--- config.mk ---
export PLATFORM = sky130hd
export DESIGN_NAME = flash_host
export DESIGN_NICKNAME = d
export VERILOG_FILES = /design/src/verilog/flash_host_pkg.sv /design/src/verilog/flash_bus_if.sv /design/src/verilog/flash_bus_cycle.sv /design/src/verilog/flash_host.sv
export SDC_FILE = /design/constraint.sdc
export NUM_CORES = 1
export LEC_CHECK = 0
export BUFFER_PORTS_ARGS = -buffer_cell sky130_fd_sc_hd__buf_2
export CORE_MARGIN = 8
export CORE_UTILIZATION = 50
export CTS_CLUSTER_SIZE = 12
export DETAILED_ROUTE_END_ITERATION = 7
export PLACE_DENSITY_LB_ADDON = 0.1
export SLEW_MARGIN = 20
export SYNTH_ARGS = -nofsm -noshare
export SYNTH_HDL_FRONTEND = slang
export SYNTH_HIERARCHICAL = 1
export SYNTH_SLANG_ARGS = --single-unit
--- constraint.sdc ---
create_clock -name core_clk -period 2.9 [get_ports core_clk]
set_input_delay 0.145 -clock core_clk [delete_from_list [all_inputs] [get_ports core_clk]]
set_output_delay 0.145 -clock core_clk [all_outputs]
set_load 0.1 [all_outputs]
--- src/verilog/flash_host_pkg.sv ---
package flash_host_pkg;

  // Bus timing at the 40 ns core clock
  localparam int CLK_PERIOD_NS = 40;
  localparam int T_WP_NS       = 60;    // Write strobe low time
  localparam int T_ACC_NS      = 45;    // Address to read data valid
  localparam int T_ABORT_NS    = 10000; // Erase abort after Read/Reset

  // Least times round up, never below one cycle
  function automatic int min_cycles(input int ns);
    int c;
    c = (ns + CLK_PERIOD_NS - 1) / CLK_PERIOD_NS;
    return (c < 1) ? 1 : c;
  endfunction : min_cycles

  localparam int WP_CYC    = min_cycles(T_WP_NS);
  localparam int ACC_CYC   = min_cycles(T_ACC_NS);
  localparam int ABORT_CYC = min_cycles(T_ABORT_NS);

  localparam int DATA_W     = 8;
  localparam int CMD_ADDR_W = 11; // command_address_bits

  // Command addresses and codes
  localparam logic [10:0] UNLOCK1_ADDR = 11'h555;
  localparam logic [10:0] UNLOCK2_ADDR = 11'h2AA;
  localparam logic [7:0]  CODE_UNLOCK1 = 8'hAA;
  localparam logic [7:0]  CODE_UNLOCK2 = 8'h55;
  localparam logic [7:0]  CODE_RESET   = 8'hF0;
  localparam logic [7:0]  CODE_AUTOSEL = 8'h90;
  localparam logic [7:0]  CODE_PROGRAM = 8'hA0;
  localparam logic [7:0]  CODE_BYPASS  = 8'h20;
  localparam logic [7:0]  CODE_BYPEXIT = 8'h00;
  localparam logic [7:0]  CODE_ERASE1  = 8'h80;
  localparam logic [7:0]  CODE_ERASE2  = 8'h10;

  // Status word bit positions
  localparam int POLL_BIT   = 7;
  localparam int TOGGLE_BIT = 6;
  localparam int ERROR_BIT  = 5;

  typedef enum logic [3:0] {
    OP_READ, OP_RESET, OP_RESET3, OP_AUTOSEL, OP_PROGRAM,
    OP_BYPASS, OP_BYP_PROG, OP_BYP_EXIT, OP_ERASE
  } op_e;

  // Number of bus cycles in each command; a read is a single read cycle
  function automatic logic [2:0] cmd_len(input op_e op);
    case (op)
      OP_READ, OP_RESET:         return 3'h1;
      OP_BYP_PROG, OP_BYP_EXIT:  return 3'h2;
      OP_PROGRAM:                return 3'h4;
      OP_ERASE:                  return 3'h6;
      default:                   return 3'h3;
    endcase
  endfunction : cmd_len

endpackage : flash_host_pkg
--- src/verilog/flash_bus_if.sv ---
`timescale 1ns/100ps
interface flash_bus_if #(parameter int ADDR_W = 16);
  logic              req;
  logic              wr;
  logic [ADDR_W-1:0] addr;
  logic [7:0]        wdata;
  logic [7:0]        rdata;
  logic              done;

  modport master (output req, wr, addr, wdata, input rdata, done);
  modport cycle  (input req, wr, addr, wdata, output rdata, done);
endinterface : flash_bus_if

--- src/verilog/flash_bus_cycle.sv ---
`timescale 1ns/100ps
module flash_bus_cycle #(
  parameter int ADDR_W = 16
) (
  input  wire logic              core_clk,
  input  wire logic              rstn,
  flash_bus_if.cycle             bus,
  output logic                   flash_ce_n,
  output logic                   flash_oe_n,
  output logic                   flash_we_n,
  output logic [ADDR_W-1:0]      flash_addr,
  output logic [7:0]             data_lines_o,
  output logic                   data_lines_oe_n,
  input  wire logic [7:0]        data_lines_i
);
  import flash_host_pkg::*;

  typedef enum logic [2:0] {C_IDLE, C_SETUP, C_STROBE, C_RELEASE, C_READ}
    cyc_e;

  cyc_e              st_q, st_d;
  logic [3:0]        cnt_q, cnt_d;
  logic              ce_q, ce_d, oe_q, oe_d, we_q, we_d, drv_q, drv_d;
  logic [ADDR_W-1:0] addr_q, addr_d;
  logic [7:0]        wd_q, wd_d, rd_q, rd_d;
  logic              done_q, done_d;

  // Strobe sequencing: chip select first, write strobe inside it
  always_comb begin
    st_d   = st_q;
    cnt_d  = cnt_q;
    ce_d   = ce_q;
    oe_d   = oe_q;
    we_d   = we_q;
    drv_d  = drv_q;
    addr_d = addr_q;
    wd_d   = wd_q;
    rd_d   = rd_q;
    done_d = 1'b0;
    case (st_q)
      C_IDLE: begin
        if (bus.req) begin
          addr_d = bus.addr;
          wd_d   = bus.wdata;
          ce_d   = 1'b0;
          if (bus.wr) begin
            drv_d = 1'b0;
            st_d  = C_SETUP;
          end else begin
            oe_d  = 1'b0;
            cnt_d = 4'(ACC_CYC);
            st_d  = C_READ;
          end
        end
      end
      C_SETUP: begin
        // Strobe falls last, so the address is taken on it
        we_d  = 1'b0;
        cnt_d = 4'(WP_CYC - 1);
        st_d  = C_STROBE;
      end
      C_STROBE: begin
        if (cnt_q == 4'h0) begin
          we_d = 1'b1;
          st_d = C_RELEASE;
        end else begin
          cnt_d = cnt_q - 4'h1;
        end
      end
      C_RELEASE: begin
        // Strobe rose first, so data is held one more cycle past it
        ce_d   = 1'b1;
        drv_d  = 1'b1;
        done_d = 1'b1;
        st_d   = C_IDLE;
      end
      C_READ: begin
        if (cnt_q == 4'h0) begin
          rd_d   = data_lines_i;
          ce_d   = 1'b1;
          oe_d   = 1'b1;
          done_d = 1'b1;
          st_d   = C_IDLE;
        end else begin
          cnt_d = cnt_q - 4'h1;
        end
      end
      default: st_d = C_IDLE;
    endcase
  end

  // Pin and state registers
  always_ff @(posedge core_clk or negedge rstn) begin
    if (!rstn) begin
      st_q   <= C_IDLE;
      cnt_q  <= 4'h0;
      ce_q   <= 1'b1;
      oe_q   <= 1'b1;
      we_q   <= 1'b1;
      drv_q  <= 1'b1;
      addr_q <= '0;
      wd_q   <= 8'h00;
      rd_q   <= 8'h00;
      done_q <= 1'b0;
    end else begin
      st_q   <= st_d;
      cnt_q  <= cnt_d;
      ce_q   <= ce_d;
      oe_q   <= oe_d;
      we_q   <= we_d;
      drv_q  <= drv_d;
      addr_q <= addr_d;
      wd_q   <= wd_d;
      rd_q   <= rd_d;
      done_q <= done_d;
    end
  end

  assign flash_ce_n      = ce_q;
  assign flash_oe_n      = oe_q;
  assign flash_we_n      = we_q;
  assign flash_addr      = addr_q;
  assign data_lines_o    = wd_q;
  assign data_lines_oe_n = drv_q;
  assign bus.rdata       = rd_q;
  assign bus.done        = done_q;
endmodule : flash_bus_cycle

--- src/verilog/flash_host.sv ---
`timescale 1ns/100ps
module flash_host #(
  parameter int ADDR_W = 16
) (
  input  wire logic                  core_clk,
  input  wire logic                  rstn,
  input  wire logic                  cmd_valid,
  output logic                       cmd_ready,
  input  wire flash_host_pkg::op_e   cmd_op,
  input  wire logic [ADDR_W-1:0]     cmd_addr,
  input  wire logic [7:0]            cmd_data,
  output logic                       rsp_valid,
  output logic [7:0]                 rsp_data,
  output logic                       rsp_err,
  output logic                       busy,
  output logic                       bypass_mode,
  output logic                       id_mode,
  output logic                       flash_ce_n,
  output logic                       flash_oe_n,
  output logic                       flash_we_n,
  output logic [ADDR_W-1:0]          flash_addr,
  output logic [7:0]                 data_lines_o,
  output logic                       data_lines_oe_n,
  input  wire logic [7:0]            data_lines_i
);
  import flash_host_pkg::*;

  typedef enum logic [2:0] {
    S_IDLE, S_ISSUE, S_WAIT, S_POLL_ISSUE, S_POLL_WAIT, S_ABORT
  } state_e;

  flash_bus_if #(.ADDR_W(ADDR_W)) bus_i ();

  flash_bus_cycle #(.ADDR_W(ADDR_W)) u_cycle (
    .core_clk        (core_clk),
    .rstn            (rstn),
    .bus             (bus_i.cycle),
    .flash_ce_n      (flash_ce_n),
    .flash_oe_n      (flash_oe_n),
    .flash_we_n      (flash_we_n),
    .flash_addr      (flash_addr),
    .data_lines_o    (data_lines_o),
    .data_lines_oe_n (data_lines_oe_n),
    .data_lines_i    (data_lines_i)
  );

  state_e            state_q, state_d;
  op_e               op_q, op_d;
  logic [2:0]        step_q, step_d;
  logic [ADDR_W-1:0] tgt_addr_q, tgt_addr_d;
  logic [7:0]        tgt_data_q, tgt_data_d;
  logic [7:0]        prev_q, prev_d;
  logic [1:0]        poll_n_q, poll_n_d;
  logic [8:0]        cnt_q, cnt_d;
  logic              bypass_q, bypass_d, idm_q, idm_d;
  logic              abort_q, abort_d, fail_q, fail_d;
  logic              rsp_valid_q, rsp_valid_d, rsp_err_q, rsp_err_d;
  logic [7:0]        rsp_data_q, rsp_data_d;
  logic [ADDR_W+7:0] cur_word;
  logic              refused, last_step, prog_type, toggled, abort_take;

  // Address and data of one write of a command sequence
  function automatic logic [ADDR_W+7:0] step_word(input op_e op,
      input logic [2:0] idx, input logic [ADDR_W-1:0] ta,
      input logic [7:0] td);
    logic [10:0] ca;
    logic [7:0]  cd;
    logic        use_tgt;
    ca      = 11'h000;
    cd      = CODE_RESET;
    use_tgt = 1'b0;
    case (op)
      OP_READ:     use_tgt = 1'b1;
      OP_RESET:    cd = CODE_RESET;
      OP_BYP_PROG: begin
        if (idx == 3'h0) cd = CODE_PROGRAM;
        else use_tgt = 1'b1;
      end
      OP_BYP_EXIT: cd = (idx == 3'h0) ? CODE_AUTOSEL : CODE_BYPEXIT;
      default: begin
        // The fourth write is a second unlock only for the erase
        if (idx == 3'h0 || (idx == 3'h3 && op == OP_ERASE)) begin
          ca = UNLOCK1_ADDR;
          cd = CODE_UNLOCK1;
        end else if (idx == 3'h1 || idx == 3'h4) begin
          ca = UNLOCK2_ADDR;
          cd = CODE_UNLOCK2;
        end else begin
          ca = UNLOCK1_ADDR;
          case (op)
            OP_RESET3:  cd = CODE_RESET;
            OP_AUTOSEL: cd = CODE_AUTOSEL;
            OP_BYPASS:  cd = CODE_BYPASS;
            OP_ERASE:   cd = (idx == 3'h2) ? CODE_ERASE1 : CODE_ERASE2;
            OP_PROGRAM: begin
              if (idx == 3'h2) cd = CODE_PROGRAM;
              else use_tgt = 1'b1;
            end
            default:    cd = CODE_RESET;
          endcase
        end
      end
    endcase
    // Upper address bits are left low on command writes
    if (use_tgt) return {ta, td};
    return {{(ADDR_W-CMD_ADDR_W){1'b0}}, ca, cd};
  endfunction : step_word

  assign cur_word  = step_word(op_q, step_q, tgt_addr_q, tgt_data_q);
  assign last_step = (step_q == cmd_len(op_q) - 3'h1);
  assign prog_type = op_q inside {OP_PROGRAM, OP_BYP_PROG, OP_ERASE};
  assign toggled   = bus_i.rdata[TOGGLE_BIT] != prev_q[TOGGLE_BIT];
  // Bypass mode only takes its own two commands and Read/Reset
  assign refused   = bypass_q
    ? !(cmd_op inside {OP_READ, OP_RESET, OP_BYP_PROG, OP_BYP_EXIT})
    : (cmd_op inside {OP_BYP_PROG, OP_BYP_EXIT});
  // Only a Read/Reset may interrupt, and only an erase
  assign abort_take = (state_q == S_POLL_ISSUE) && (op_q == OP_ERASE) &&
                      cmd_valid && (cmd_op == OP_RESET);

  // Command sequencing, status polling and error recovery
  always_comb begin
    state_d     = state_q;
    op_d        = op_q;
    step_d      = step_q;
    tgt_addr_d  = tgt_addr_q;
    tgt_data_d  = tgt_data_q;
    prev_d      = prev_q;
    poll_n_d    = poll_n_q;
    cnt_d       = cnt_q;
    bypass_d    = bypass_q;
    idm_d       = idm_q;
    abort_d     = abort_q;
    fail_d      = fail_q;
    rsp_valid_d = 1'b0;
    rsp_err_d   = rsp_err_q;
    rsp_data_d  = rsp_data_q;
    cmd_ready   = 1'b0;
    bus_i.req   = 1'b0;
    bus_i.wr    = (op_q != OP_READ);
    bus_i.addr  = cur_word[ADDR_W+7:8];
    bus_i.wdata = cur_word[7:0];
    case (state_q)
      S_IDLE: begin
        cmd_ready = 1'b1;
        if (cmd_valid) begin
          op_d       = cmd_op;
          tgt_addr_d = cmd_addr;
          tgt_data_d = cmd_data;
          step_d     = 3'h0;
          rsp_err_d  = refused;
          rsp_valid_d = refused;
          if (!refused) state_d = S_ISSUE;
        end
      end
      S_ISSUE: begin
        bus_i.req = 1'b1;
        state_d   = S_WAIT;
      end
      S_WAIT: begin
        if (bus_i.done) begin
          if (op_q == OP_READ) begin
            rsp_data_d  = bus_i.rdata;
            rsp_valid_d = 1'b1;
            state_d     = S_IDLE;
          end else if (!last_step) begin
            step_d  = step_q + 3'h1;
            state_d = S_ISSUE;
          end else begin
            // Mode tracking; bypass survives a Read/Reset
            idm_d = (op_q == OP_AUTOSEL);
            if (op_q == OP_BYPASS) bypass_d = 1'b1;
            if (op_q == OP_BYP_EXIT) bypass_d = 1'b0;
            poll_n_d = 2'h0;
            if (prog_type) begin
              state_d = S_POLL_ISSUE;
            end else if (abort_q) begin
              cnt_d   = 9'(ABORT_CYC - 1);
              state_d = S_ABORT;
            end else begin
              rsp_valid_d = 1'b1;
              rsp_err_d   = fail_q;
              fail_d      = 1'b0;
              state_d     = S_IDLE;
            end
          end
        end
      end
      S_POLL_ISSUE: begin
        // Any address answers with the status word while busy
        cmd_ready = abort_take;
        bus_i.wr  = 1'b0;
        bus_i.addr = tgt_addr_q;
        if (abort_take) begin
          op_d    = OP_RESET;
          step_d  = 3'h0;
          abort_d = 1'b1;
          state_d = S_ISSUE;
        end else begin
          bus_i.req = 1'b1;
          state_d   = S_POLL_WAIT;
        end
      end
      S_POLL_WAIT: begin
        if (bus_i.done) begin
          prev_d  = bus_i.rdata;
          state_d = S_POLL_ISSUE;
          if (poll_n_q == 2'h0 || poll_n_q == 2'h2) begin
            poll_n_d = poll_n_q + 2'h1;
          end else if (!toggled) begin
            rsp_data_d  = bus_i.rdata;
            rsp_valid_d = 1'b1;
            rsp_err_d   = 1'b0;
            state_d     = S_IDLE;
          end else if (poll_n_q == 2'h1) begin
            if (bus_i.rdata[ERROR_BIT]) poll_n_d = 2'h2;
          end else begin
            // Still toggling after the error bit: failed store
            rsp_data_d = bus_i.rdata;
            fail_d  = 1'b1;
            op_d    = OP_RESET;
            step_d  = 3'h0;
            state_d = S_ISSUE;
          end
        end
      end
      S_ABORT: begin
        // Array is left invalid, so the abort reports an error
        if (cnt_q == 9'h000) begin
          abort_d     = 1'b0;
          rsp_valid_d = 1'b1;
          rsp_err_d   = 1'b1;
          state_d     = S_IDLE;
        end else begin
          cnt_d = cnt_q - 9'h001;
        end
      end
      default: state_d = S_IDLE;
    endcase
  end

  // Controller registers
  always_ff @(posedge core_clk or negedge rstn) begin
    if (!rstn) begin
      state_q     <= S_IDLE;
      op_q        <= OP_READ;
      step_q      <= 3'h0;
      tgt_addr_q  <= '0;
      tgt_data_q  <= 8'h00;
      prev_q      <= 8'h00;
      poll_n_q    <= 2'h0;
      cnt_q       <= 9'h000;
      bypass_q    <= 1'b0;
      idm_q       <= 1'b0;
      abort_q     <= 1'b0;
      fail_q      <= 1'b0;
      rsp_valid_q <= 1'b0;
      rsp_err_q   <= 1'b0;
      rsp_data_q  <= 8'h00;
    end else begin
      state_q     <= state_d;
      op_q        <= op_d;
      step_q      <= step_d;
      tgt_addr_q  <= tgt_addr_d;
      tgt_data_q  <= tgt_data_d;
      prev_q      <= prev_d;
      poll_n_q    <= poll_n_d;
      cnt_q       <= cnt_d;
      bypass_q    <= bypass_d;
      idm_q       <= idm_d;
      abort_q     <= abort_d;
      fail_q      <= fail_d;
      rsp_valid_q <= rsp_valid_d;
      rsp_err_q   <= rsp_err_d;
      rsp_data_q  <= rsp_data_d;
    end
  end

  assign rsp_valid   = rsp_valid_q;
  assign rsp_data    = rsp_data_q;
  assign rsp_err     = rsp_err_q;
  assign busy        = (state_q != S_IDLE);
  assign bypass_mode = bypass_q;
  assign id_mode     = idm_q;
endmodule : flash_host

==> results.env <==
LARGEST_CELLS_BY_AREA_AFTER_SYNTHESIS='dfrtp_1, mux2_2, nand2_1'
FINAL_NET_COUNT=713
CTS_SINKS=104
ANTENNADIODECOUNT=0
GR-TOTAL-OVERFLOW=0
SYNTH.LARGEST_AREA_CELL='dfrtp_1'
PLACEMENT.IO_BUFFERS=80
CLK_ROOT_BUFFER_CELL='clkbuf_8'
GRT_PASS1_VIAS=4742
DRT-TOTAL-WL_UM=13300
SYN_AVG_CELL_AREA_UM2=10.1
PIN_COUNT_OF_THE_BIGGEST_NET_ENTERING_GLOBAL_ROUTING=47
FINAL-MAX-SLEW-VIOLATION-COUNT=0
CP_MAX_FO=6
ANTENNA_FOUND_INITIAL=0
MAXCAPVIOLCOUNT=0
MAXSLEWHEADROOM_PCT=59.5
SYNTH.YOSYS.SEQ_AREA_SHARE_PCT=46.8
GRT_SETUP_UNREPAIRED='no'
CTS-HTREE-LEVELS=3
GRT_USE_TOTAL_PCT=19.1
TRITONCTS.NUM_BUFFERS=9
MOST_FREQUENT_CELL_AFTER_SYNTHESIS='dfrtp_1'
WORSTPATHREQUIRED_PS=3230
R2R_SLACK_PS=280
YS.WARNINGS.COUNT=6
POST_CTS.REPAIR.SETUP_BUFFERS=0
CLOCK_LATENCY_PS=390
YS_DOMINANT_REG_CELL='dfrtp_1'
WIRE_LENGTH_PER_CELL_AFTER_DETAILED_ROUTING_UM=16.4
DRIVE_ABOVE_1_SHARE_PCT=30.7
STARTPOINT_TYPE='register'
DRCVIOLATIONCOUNT=0
HOLD_CLASS='in2reg'
MAPPEDNETLISTNETS=598
POST-ROUTE-WORST-SETUP-SLACK_PS=283
ANTENNA_VIOLATING_NETS_POST_ROUTE=0
FINALWEIGHTEDCONGESTION=0.845
PLACEMENT.SETUP.WORST_SLACK_PS=297
ASYNCSETRESETFLOPFRACSYNTH_PCT=100
FIRST_PASS_GRT_WIRE_LENGTH_UM=22900
CORE.ROWCOUNT=38
ARRIVAL_PS=2950
DP_WIRELENGTH_UM=9590
POWER-PER-CELL-AREA_nW_PER_UM2=379
CRITPATHCAPTURETYPE='register'
DIE_X_UM=122
SUM_NEG_SETUP_SLACK_PS=0
SYNTHESIS.INSTANCES=551
SETUP_VIOLATING_ENDPOINT_COUNT_IN_THE_FINAL_REPORT=0
CLOCK_TREE_FROM_TRITONCTS='done'
FMAXACHIEVABLE_MHz=382
FP.DIEAREA_UM2=14800
EDFF_COUNT_SYNTH=0
SYNTH.CELLS.MOST_FREQUENT='dfrtp_1, mux2_2, nand2_1, o21ai_0, a21oi_1'
WORSTMARGINPINSLEW_PS=607
FINAL_CORE_UTIL_PCT=61.7
NUMBER_OF_INSTANCES_RESIZED_DURING_POST_CTS_REPAIR=0
POST-ROUTE-MIN-PERIOD_PS=2620
CORE_UM2=10800
VIASPERCELL=5.61
SYNTHDISTINCTLIBCELLS=68
POST_SYNTH_INSTANCE_AREA_UM2=5570
AREA_DELTA_SYNTH_FINAL_PCT=20.1
TIMING_HOLD_VIOLATIONS_FINAL=0
TIMING.SETUP.CRITICAL_PATH_CLASS='reg2reg'
P_LEAK_nW=3.34
DR_TOTAL_VIAS=4552
DR.FIRST_ITER.DRC_COUNT=360
CTS.REPORTEDPATHS.CLKPINSLEW_PS=100
DRT_FIRST_PASS_ITERS=4
SYNTH_SEQ_CELLS=104
BOUNDARYPINS=81
TIMING.FINAL.CRIT_SHARE_PCT=90.2
IR_DROP_mV=0.329
POST_DP_CELL_AREA_UM2=6160
SYNTH_LARGEST_TYPE_AREA_FRACTION_PCT=44.9
RESULT_OF_THE_RUN='finished, final reports clean'
INITIAL_CORE_UTIL_PCT=51.4
CTS.PATH.MAX_BUFFERS=2
FINAL.SETUP_SKEW_PS=16.7
DIE_H_UM=122
FINALINSTANCEAREA_UM2=6690
## cells in the final DEF (no fill, tap or decap), types with 3 or more instances in the layout
cell type and n:
nand4_1 5, nor2b_1 7, buf_4 18, clkbuf_8 9
a211oi_1 7, nor3b_1 3, and3_1 5, o21a_1 4
a21oi_1 29, a31oi_1 4, nor4_1 3, dfrtp_1 100
dlygate4sd3_1 33, dfstp_2 4, xor2_1 3, a21o_1 9
nor2_1 24, o22ai_1 4, buf_2 79, mux2_2 66
or2_2 6, nand2_1 60, ha_1 8, o31ai_1 5
xnor2_1 3, and2_1 7, mux2i_1 3, o21ai_0 37
nand3_1 13, nor3_1 20, nand2b_1 9, inv_1 27
## layer usage
metal  track usage (%)  up-vias  share of wire, %
met5                 0        -                 0
met4              5.78        0               1.5
met3              5.17       15               4.2
met2              31.9       90                51
met1              23.5     2258                44
li1                  -     2189                 -
## worst paths after layout
path	start	to	depth (start not counted)
setup / recovery	step_q[0]$_DFFE_PN0P_	u_cycle/flash_addr[8]$_DFFE_PN0P_	9
hold / removal	cmd_op[0]	op_q[0]$_DFFE_PN0P_	3
setup reg to reg	step_q[0]$_DFFE_PN0P_	u_cycle/flash_addr[8]$_DFFE_PN0P_	9
hold reg to reg	u_cycle/flash_oe_n$_DFFE_PN1P_	u_cycle/flash_oe_n$_DFFE_PN1P_	2
max in group asynchronous	rstn	tgt_data_q[7]$_DFFE_PN0P_	3
min in group asynchronous	rstn	cnt_q[4]$_DFFE_PN0P_	2
## sequential cells by signal (all words and copies together), names as in the netlist, 2 cells and up
signal	cells
u_cycle/cnt_q	4
u_cycle/flash_addr	16
u_cycle/st_q	3
u_cycle/bus.rdata	8
cnt_q	9
op_q	4
rsp_data	8
step_q	3
tgt_addr_q	16
u_cycle/data_lines_o	8
state_q	3
tgt_data_q	8
poll_n_q	2
## final cells by class
type	instances	area (um^2)
fill	916	4150
multi-input combinational	393	2720
sequential	104	2610
timing repair buffer	131	881
tap	140	175
clock buffer	9	124
inverter	27	101
clock inverter	7	76.3
## where the power goes
part	switching [mW]	total, mW	internal (mW)
Clock	0.536	0.945	0.408
Combinational	0.0658	0.133	0.0673
Sequential	0.00420	1.46	1.46
Total	0.606	2.54	1.93
## worst max-delay path, stage by stage (launching register included)
cell      delay (ps)
dfrtp_1          430
inv_1            150
ha_1             240
nor2b_1          380
o21ai_0          190
a32o_1           310
nand2b_4         150
or3b_1           460
nand2_1          110
mux2_2           140
## cells by family (layout without fill, tap and decap cells)
group / count (synthesis) / count (layout) / synth area share (%)
XOR/XNOR: 7 / 7 / 1.24
AO/OA/AOI/OAI: 128 / 128 / 14.7
buffers and inverters: 54 / 174 / 4.29
flip-flops: 104 / 104 / 46.8
multiplexers: 69 / 69 / 13.9
AND/OR/NAND/NOR: 180 / 180 / 17.1
adder cells (fa/ha/maj): 9 / 9 / 2.00
## through the flow
stage | cells | total power [mW] | hold WS (ps)
after floorplan | 551 | 1.52 | -151
after global placement | 762 | 1.59 | 194
after detailed placement | 762 | 1.59 | 196
after CTS | 811 | 2.57 | 9.75
after global routing | 811 | 2.64 | 13.2
final | 811 | 2.54 | 39.4
## timing repair
action / 4_1_cts / 5_1_grt
hold buffers: 33 / 0
setup endpoints to repair: 0 / 0
hold endpoints to repair: 76 / 0
No activity file was read; power rests on OpenSTA's default activity.
